[src/hdl/byte_alu_pkg.sv]
// Purpose: Shared types and constants for the byte arithmetic logic unit.
// Assumes: One core clock; operands are bytes supplied by the decoder.
// Notes:   The result copy is the accumulator-like byte every op leaves.
package byte_alu_pkg;

  // Data widths and byte-level constants.
  localparam int          BYTE_W    = 8;
  localparam int          PROD_W    = 16;
  localparam int          MSB       = 7;
  localparam logic [7:0]  BYTE_ZERO = 8'h00;
  localparam logic [7:0]  BYTE_ONES = 8'hff;
  localparam logic [7:0]  BYTE_ONE  = 8'h01;

  // Reset values of the flags and result registers.
  localparam logic        CARRY_RST = 1'b0;
  localparam logic        OVF_RST   = 1'b0;
  localparam logic        ZERO_RST  = 1'b0;
  localparam logic [7:0]  DATA_RST  = 8'h00;

  // Operations carried out by the unit.
  typedef enum logic [3:0] {
    OP_DEC,    // Decrement.
    OP_DECC,   // Decrement with carry.
    OP_AND,    // Bitwise and.
    OP_OR,     // Bitwise or.
    OP_XOR,    // Bitwise exclusive or.
    OP_ADD,    // Addition.
    OP_ADDC,   // Addition with carry.
    OP_SUBD,   // Subtraction, operand minus register.
    OP_SUBDC,  // Same, with borrow.
    OP_SUBS,   // Subtraction, register minus operand.
    OP_SUBSC,  // Same, with borrow.
    OP_MUL     // Eight by eight multiply.
  } alu_op_t;

  // Operand forms of an instruction.
  typedef enum logic [2:0] {
    FORM_IMM,  // Register and immediate byte.
    FORM_R3,   // First register gets f(second, third).
    FORM_R2,   // First register gets f(first, second).
    FORM_R1,   // Single register, read and written.
    FORM_MEM   // Register and data memory byte.
  } alu_form_t;

  // One request from the decoder.
  typedef struct packed {
    alu_op_t    op;
    alu_form_t  form;
    logic [7:0] regFirst;
    logic [7:0] regSecond;
    logic [7:0] regThird;
    logic [7:0] immData;
    logic [7:0] memData;
  } alu_req_t;

  // Status flags.
  typedef struct packed {
    logic carry;
    logic ovf;
    logic zero;
  } alu_flags_t;

  // Bytes produced by one operation.
  typedef struct packed {
    logic [7:0] dest;
    logic [7:0] copy;
  } alu_res_t;

endpackage : byte_alu_pkg

[src/hdl/byte_arith_logic_unit.sv]
// Purpose: Byte arithmetic and logic execution unit of a small RISC core.
// Assumes: Request, operands and data_memory byte are valid in one cycle.
// Notes:   Results and flags appear one cycle after the request.
// Timing:
// The unit takes a request at the rising edge where opValid is high.
// The destination byte, the copy byte and the flags are registered there.
// They are visible from that edge on, so the answer comes one cycle later.
// destWrite_r is a one-cycle pulse that tells the register file to write.
// memAccess_r and indexUpdate_r pulse with it when the form is FORM_MEM.
// result_r holds its value until the next accepted request; flags_r also changes on flagLoad.
// Back-to-back requests every cycle are allowed.
// A chained operation uses the carry left in flags_r by the previous one.
//
// Flag preload:
// flagLoad writes flagLoadVal into flags_r in a cycle without a request.
// A request in the same cycle wins, and the preload is dropped.
// This lets the core restore a saved carry before a chained operation.
//
// Operand pairs (x is register side, y the other byte):
//   FORM_IMM - x is regFirst, y is immData.
//   FORM_R3  - x is regSecond, y is regThird.
//   FORM_R2  - x is regFirst, y is regSecond.
//   FORM_R1  - x and y are both regFirst.
//   FORM_MEM - x is regFirst, y is the data_memory byte.
//
// Decrement source:
//   FORM_R2 uses regSecond, FORM_MEM the data_memory byte.
//   Every other form uses regFirst.
//
// Carry conventions:
//   Addition leaves the carry out of bit seven in carry.
//   Subtraction leaves the inverted borrow, so carry low means underflow.
//   The borrow variants subtract one more when carry is low.
//   Decrement clears carry only when it wrapped from zero to all ones.
//
// Overflow:
//   Overflow is the signed two's complement overflow of the operation.
//   Logic operations leave carry and overflow alone.
//   Multiply leaves all three flags alone; their value is not defined.
//
// Hazards and limits:
//   Address and index arithmetic live outside; only pulses are given here.
//   Operand bytes must be valid in the same cycle as opValid.
//   Illegal operation codes keep result, carry and overflow; illegal form codes act as FORM_IMM.
`timescale 1ns/1ns
`default_nettype none

module byte_arith_logic_unit (
  // Clock and reset.
  input  wire logic                     clk,
  input  wire logic                     rst_n,
  // Request from the decoder.
  input  wire logic                     opValid,
  input  wire byte_alu_pkg::alu_req_t   opReq,
  // Flag preload from the core.
  input  wire logic                     flagLoad,
  input  wire byte_alu_pkg::alu_flags_t flagLoadVal,
  // Result towards the register file.
  output var  logic                     destWrite_r,
  output var  byte_alu_pkg::alu_res_t   result_r,
  // Flags.
  output var  byte_alu_pkg::alu_flags_t flags_r,
  // Memory operand side effects.
  output var  logic                     memAccess_r,
  output var  logic                     indexUpdate_r
);
  import byte_alu_pkg::*;

  // Next values of all registers.
  logic       destWrite_nxt;
  alu_res_t   result_nxt;
  alu_flags_t flags_nxt;
  logic       memAccess_nxt;
  logic       indexUpdate_nxt;

  // Operand pair, with x the register-side byte and y the other one.
  logic [7:0] opX;
  logic [7:0] opY;
  logic [7:0] decSrc;

  // Minuend and subtrahend of subtraction.
  logic [7:0] subP;
  logic [7:0] subQ;

  // Intermediate arithmetic values; sum and difference are one bit wider than a byte.
  logic [8:0] sumWide;
  logic [8:0] diffWide;
  logic [7:0] decRes;
  logic [PROD_W-1:0] product;
  logic       carryIn;
  logic       borrowIn;
  logic       decBorrow;
  logic       decOvf;

  // Select the operand pair from the form of the instruction.
  always_comb begin
    opX    = opReq.regFirst;
    opY    = opReq.immData;
    decSrc = opReq.regFirst;
    unique case (opReq.form)
      FORM_IMM: begin
        opX = opReq.regFirst;
        opY = opReq.immData;
      end
      FORM_R3: begin
        opX = opReq.regSecond;
        opY = opReq.regThird;
      end
      FORM_R2: begin
        opX    = opReq.regFirst;
        opY    = opReq.regSecond;
        decSrc = opReq.regSecond;
      end
      FORM_R1: begin
        opX    = opReq.regFirst;
        opY    = opReq.regFirst;
        decSrc = opReq.regFirst;
      end
      FORM_MEM: begin
        opX    = opReq.regFirst;
        opY    = opReq.memData;
        decSrc = opReq.memData;
      end
      default: begin
        opX    = opReq.regFirst;
        opY    = opReq.immData;
        decSrc = opReq.regFirst;
      end
    endcase
  end

  // Pick minuend and subtrahend; the three-register form swaps the order.
  always_comb begin
    subP = opY;
    subQ = opX;
    unique case (opReq.op)
      OP_SUBD, OP_SUBDC: begin
        if (opReq.form == FORM_R3) begin
          subP = opX;
          subQ = opY;
        end else begin
          subP = opY;
          subQ = opX;
        end
      end
      OP_SUBS, OP_SUBSC: begin
        if (opReq.form == FORM_R3) begin
          subP = opY;
          subQ = opX;
        end else begin
          subP = opX;
          subQ = opY;
        end
      end
      default: begin
        subP = opY;
        subQ = opX;
      end
    endcase
  end

  // Shared adder, subtractor, decrementer and multiplier.
  always_comb begin
    carryIn   = (opReq.op == OP_ADDC) ? flags_r.carry : 1'b0;
    // A cleared carry is a pending borrow in the borrow variants.
    borrowIn  = ((opReq.op == OP_SUBDC) || (opReq.op == OP_SUBSC))
                ? ~flags_r.carry : 1'b0;
    decBorrow = (opReq.op == OP_DECC) ? ~flags_r.carry : 1'b1;
    sumWide   = {1'b0, opX} + {1'b0, opY} + {8'h00, carryIn};
    diffWide  = {1'b0, subP} - {1'b0, subQ} - {8'h00, borrowIn};
    decRes    = decSrc - {7'h00, decBorrow};
    product   = {8'h00, opX} * {8'h00, opY};
    // Signed overflow of a decrement: a negative source turned positive.
    decOvf    = decBorrow & decSrc[MSB] & ~decRes[MSB];
  end

  // Compute the result bytes and flags of the current request.
  always_comb begin
    destWrite_nxt   = 1'b0;
    result_nxt      = result_r;
    flags_nxt       = flags_r;
    memAccess_nxt   = 1'b0;
    indexUpdate_nxt = 1'b0;
    if (opValid) begin
      destWrite_nxt   = 1'b1;
      // Memory forms fetch the byte and run the index step at once.
      memAccess_nxt   = (opReq.form == FORM_MEM);
      indexUpdate_nxt = (opReq.form == FORM_MEM);
      unique case (opReq.op)
        OP_DEC, OP_DECC: begin
          result_nxt.dest = decRes;
          result_nxt.copy = decRes;
          // Carry drops only when the decrement wrapped past zero.
          flags_nxt.carry = ~((decRes == BYTE_ONES) && decBorrow);
          flags_nxt.ovf   = decOvf;
        end
        OP_AND: begin
          result_nxt.dest = opX & opY;
          result_nxt.copy = opX & opY;
        end
        OP_OR: begin
          result_nxt.dest = opX | opY;
          result_nxt.copy = opX | opY;
        end
        OP_XOR: begin
          result_nxt.dest = opX ^ opY;
          result_nxt.copy = opX ^ opY;
        end
        OP_ADD, OP_ADDC: begin
          result_nxt.dest = sumWide[BYTE_W-1:0];
          result_nxt.copy = sumWide[BYTE_W-1:0];
          flags_nxt.carry = sumWide[BYTE_W];
          // Signed overflow: like signs in, other sign out.
          flags_nxt.ovf   = (opX[MSB] == opY[MSB])
                            && (sumWide[MSB] != opX[MSB]);
        end
        OP_SUBD, OP_SUBDC, OP_SUBS, OP_SUBSC: begin
          result_nxt.dest = diffWide[BYTE_W-1:0];
          result_nxt.copy = diffWide[BYTE_W-1:0];
          // Carry is the inverted borrow out of bit seven.
          flags_nxt.carry = ~diffWide[BYTE_W];
          flags_nxt.ovf   = (subP[MSB] != subQ[MSB])
                            && (diffWide[MSB] != subP[MSB]);
        end
        OP_MUL: begin
          result_nxt.dest = product[PROD_W-1:BYTE_W];
          result_nxt.copy = product[BYTE_W-1:0];
        end
        default: begin
          // An illegal code keeps the result bytes, carry and overflow; destWrite_r still pulses.
          result_nxt = result_r;
        end
      endcase
      // Every op but multiply refreshes the zero flag from the copy.
      if (opReq.op != OP_MUL) begin
        flags_nxt.zero = (result_nxt.copy == BYTE_ZERO);
      end
    end else if (flagLoad) begin
      flags_nxt = flagLoadVal;
    end
  end

  // Register the outputs.
  always_ff @(posedge clk or negedge rst_n) begin
    if (!rst_n) begin
      destWrite_r   <= 1'b0;
      result_r      <= '{dest: DATA_RST, copy: DATA_RST};
      flags_r       <= '{carry: CARRY_RST, ovf: OVF_RST, zero: ZERO_RST};
      memAccess_r   <= 1'b0;
      indexUpdate_r <= 1'b0;
    end else begin
      destWrite_r   <= destWrite_nxt;
      result_r      <= result_nxt;
      flags_r       <= flags_nxt;
      memAccess_r   <= memAccess_nxt;
      indexUpdate_r <= indexUpdate_nxt;
    end
  end

endmodule : byte_arith_logic_unit

`default_nettype wire

[config.mk]
export PLATFORM = sky130hd
export DESIGN_NAME = byte_arith_logic_unit
export DESIGN_NICKNAME = d
export VERILOG_FILES = /design/src/hdl/byte_alu_pkg.sv /design/src/hdl/byte_arith_logic_unit.sv
export SDC_FILE = /design/constraint.sdc
export NUM_CORES = 1
export LEC_CHECK = 0
export ABC_AREA = 1
export BUFFER_PORTS_ARGS = -buffer_cell sky130_fd_sc_hd__buf_2
export CORE_ASPECT_RATIO = 0.75
export CORE_MARGIN = 10
export CORE_UTILIZATION = 44
export CTS_CLUSTER_DIAMETER = 150
export DETAILED_ROUTE_END_ITERATION = 16
export GPL_TIMING_DRIVEN = 1
export PLACE_DENSITY = 0.64
export SLEW_MARGIN = 30
export SYNTH_ARGS = -nofsm -noshare
export SYNTH_HDL_FRONTEND = slang
export SYNTH_SLANG_ARGS = --single-unit
export TNS_END_PERCENT = 1
[constraint.sdc]
create_clock -name clk -period 4.05 [get_ports clk]
set_input_delay 0.81 -clock clk [delete_from_list [all_inputs] [get_ports clk]]
set_output_delay 0.81 -clock clk [all_outputs]
set_load 0.1 [all_outputs]
==> impl_metrics.sql <==
INSERT INTO impl_metrics (metric_group, metric, value, unit) VALUES
('worst_setup_path', 'worstSetupStartpointType', 'primary input', ''),
('floorplanning', 'floorplan.die.height', '117.1', 'microns'),
('clock_tree', 'numClockSinks', '21', ''),
('timing', 'final_max_slew_viol_count', '0', ''),
('clock_tree', 'cts_hold_buf', '0', ''),
('synth', 'synth_flop_cell', 'sky130_fd_sc_hd__dfrtp_1', ''),
('routing', 'drc', '0', ''),
('placement', 'gpl.final_weighted_congestion', '0.9923', ''),
('synth', 'netlist_instances', '861', ''),
('clock_tree', 'cts_tree', 'done', ''),
('worst_setup_path', 'timing.reg2reg.worst_path_depth', '20', ''),
('global_routing', 'global_route.overflow_total', '0', ''),
('power', 'power_frac_comb', '87.0', '%'),
('worst_setup_path', 'cp_common_cell', 'sky130_fd_sc_hd__buf_4', ''),
('run_status', 'failed_checks', 'setup timing', ''),
('min_path', 'hold_path.class', 'reg2reg', ''),
('floorplanning', 'initial_utilization', '44.97', '%'),
('synth', 'synth-edff-count', '0', ''),
('worst_setup_path', 'timing.critical_path.to_type', 'register', ''),
('worst_setup_path', 'crit-reg2reg-launch', 'flags_r[2]', ''),
('power', 'vdd.ir_drop.worst', '0.0004953', 'V'),
('final_layout', 'postLayoutCellArea', '0.007988', 'sq mm'),
('final_layout', 'layout.cells.most_common', 'sky130_fd_sc_hd__buf_4', ''),
('power', 'pwr-share-clk', '5.4', '%'),
('worst_setup_path', 'critPathKind', 'in2reg', ''),
('power', 'power.leakage', '4.448', 'nW'),
('clock_tree', 'clk_path_buf_depth', '2', ''),
('timing', 'achievable-frequency', '182.0', 'MHz'),
('routing', 'route.detailed.wl_per_inst', '16.19', 'microns'),
('job', 'maxCapViolCount', '0', ''),
('worst_setup_path', 'critical_path_arrival', '5640', 'ps'),
('worst_setup_path', 'critPathMaxStageDelay', '520', 'ps'),
('run_status', 'result_of_the_run', 'finished with violations', ''),
('global_routing', 'maximum_number_of_pins_on_one_net_before_global_route_repair', '22', ''),
('timing', 'timing_worst_slew_pin_value', '502.9', 'ps'),
('routing', 'first_pass_iters', '5', ''),
('min_path', 'worst_hold_path.num_cells', '2', ''),
('synth', 'synth.yosys.warnings', '0', ''),
('worst_setup_path', 'worst-path-max-fanout', '6', ''),
('global_routing', 'grt_pass1_wl', '32960', 'microns'),
('timing', 'grt_setup_unrepaired', 'yes', ''),
('routing', 'detailroute.via_count', '6682', ''),
('routing', 'detail_route.wirelength', '20890', 'microns'),
('timing', 'timing.final.crit_share', '135.7', '%'),
('routing', 'via_per_inst', '5.180', ''),
('synth', 'synth.yosys.seq_area_share', '9.496', '%'),
('power', 'power.density_cell_area', '476.5', 'mW/mm^2'),
('global_routing', 'grt_antenna_before_repair', '0', ''),
('clock_tree', 'cts_max_level', '1', ''),
('timing', 'worst_clock_skew', '3.153', 'ps'),
('synth', 'synth.avg_cell_area', '6.427', 'sq um'),
('final_layout', 'antenna_cells', '0', ''),
('power', 'switching_share', '52.96', '%'),
('placement', 'numPortBuffers', '75', ''),
('clock_tree', 'ctsRootBufferMaster', 'sky130_fd_sc_hd__clkbuf_16', ''),
('worst_setup_path', 'cp.required', '4190', 'ps'),
('power', 'post-layout-total-power', '3.806', 'mW'),
('timing', 'relSlewSlack', '66.70', '%'),
('floorplanning', 'row_cnt', '35', ''),
('final_layout', 'layout-drive-gt1-share', '36.30', '%'),
('floorplanning', 'die_width', '149.5', 'microns'),
('timing', 'post-route-worst-setup-slack', '-1445', 'ps'),
('min_path', 'worstHoldEndpoint', 'flags_r[1]', ''),
('final_layout', 'layout.cells.most_common_list', 'sky130_fd_sc_hd__buf_4, sky130_fd_sc_hd__nand2_1, sky130_fd_sc_hd__inv_1', ''),
('power', 'power.switching', '2.015', 'mW'),
('clock_tree', 'path_clk_slew', '60', 'ps'),
('power', 'power.share.sequential', '7.6', '%'),
('final_layout', 'area.growth.synth_to_final', '44.34', '%'),
('timing', 'timing.setup.tns', '-14700', 'ps'),
('global_routing', 'gr-usage-all-layers', '23.56', '%'),
('timing', 'finalSetupViolCount', '14', '');
-- cell usage after synthesis (2+ instances only) --
cell,number,share of area (%)
sky130_fd_sc_hd__a21oi_2,2,0.32
sky130_fd_sc_hd__o221ai_1,6,0.95
sky130_fd_sc_hd__fa_1,40,14
sky130_fd_sc_hd__nand2_2,7,0.79
sky130_fd_sc_hd__clkinv_1,4,0.27
sky130_fd_sc_hd__or2_2,7,0.79
sky130_fd_sc_hd__o21ai_1,3,0.27
sky130_fd_sc_hd__o211ai_1,7,0.95
sky130_fd_sc_hd__ha_1,66,15
sky130_fd_sc_hd__inv_2,4,0.27
sky130_fd_sc_hd__a31oi_1,4,0.45
sky130_fd_sc_hd__nand3_1,37,3.3
sky130_fd_sc_hd__o211a_1,2,0.36
sky130_fd_sc_hd__nand3b_1,4,0.54
sky130_fd_sc_hd__inv_4,2,0.23
sky130_fd_sc_hd__xor2_1,3,0.47
sky130_fd_sc_hd__buf_2,2,0.18
sky130_fd_sc_hd__nand2_1,199,13
sky130_fd_sc_hd__xnor2_1,3,0.47
sky130_fd_sc_hd__a211oi_1,6,0.81
sky130_fd_sc_hd__dfrtp_1,21,9.5
sky130_fd_sc_hd__nand2_4,5,1.0
sky130_fd_sc_hd__nor3_1,8,0.72
sky130_fd_sc_hd__o21bai_1,4,0.54
sky130_fd_sc_hd__clkbuf_1,4,0.27
sky130_fd_sc_hd__nand4_1,15,1.7
sky130_fd_sc_hd__a21oi_1,35,3.2
sky130_fd_sc_hd__o22ai_1,15,1.7
sky130_fd_sc_hd__inv_1,169,11
sky130_fd_sc_hd__mux2i_1,2,0.36
sky130_fd_sc_hd__nand3_2,5,0.90
sky130_fd_sc_hd__nor2_2,6,0.68
sky130_fd_sc_hd__nor2_1,102,6.9
sky130_fd_sc_hd__nor4_1,3,0.34
sky130_fd_sc_hd__o21ai_0,47,4.3
-- registers in the layout (all words and copies together) (netlist names) --
register	flops
result_r	16
destWrite_r	1
flags_r	3
indexUpdate_r	1
-- cell families after synthesis --
kind of cell	synth area share (%)
AOI/OAI and AO/OA	14.67
buffers and inverters	13.02
DFF	9.496
and+or+nand+nor	32.11
muxes	0.3618
xor gates and xnor gates	0.9498
adders and majority gates	29.39
-- layout make-up --
cell class	count	area, sq um
clock buffers	3	75.07
clock inverters	1	5.005
fillers	1179	4318
inverters	179	698.2
multi-input cells	653	4631
flip-flops and latches	21	525.5
well taps	166	207.7
repair buffers	267	1846
-- power groups by stage --
stage	sequential (mW)	clock (mW)	combinational (mW)
4_1_cts	0.290	0.207	3.20
3_3_place_gp	0.293	0	3.04
5_1_grt	0.299	0.217	3.68
2_1_floorplan	0.658	0	1.56
6_report	0.291	0.206	3.31
3_5_place_dp	0.293	0	3.06
-- how the worst max path moves through the flow --
stage                         to  cells past startpoint       from  slack, ps
floorplan           result_r[15]                     32  opReq[41]      -1270
global placement    result_r[15]                     34  opReq[42]      -1680
detailed placement  result_r[15]                     31  opReq[42]      -1710
CTS                 result_r[15]                     31  opReq[42]      -1410
global route        result_r[15]                     36  opReq[42]      -1780
finish              result_r[11]                     31  opReq[42]      -1440
-- stage by stage --
stage	utilization, %	worst slack, ps	cells	hold WS [ps]
after global routing	64.91	-1776	1290	528.4
after detailed placement	62.02	-1713	1275	470.6
after CTS	63.89	-1411	1287	491.3
final	64.91	-1445	1290	489.7
after global placement	62.02	-1679	1275	473.3
after floorplan	-	-1272	861	514.4
-- per-layer routing --
layer	GRT usage, %	part of all wire [%]	wire length, microns	vias to the layer above
li1	-	-	-	3301
met1	35.29	49	10310	3112
met2	35.81	41	8661	251
met3	2.804	8.0	1671	18
met4	3.523	1.2	251	0
met5	0	0	0	-
-- critical path, delay by kind of cell --
kind | cells | cell delay [ps]
AOI/OAI and AO/OA | 3 | 390
buffers and inverters | 12 | 1240
adders and majority gates | 6 | 2120
and+or+nand+nor | 10 | 1080
-- timing repair --
item | 4_1_cts | 5_1_grt
buffers inserted | 8 | 3
pin swaps | 18 | 23
endpoints found under the setup margin | 17 | 18
gates resized for setup | 32 | 45
Note: power is estimated with default switching activity, not from simulation.
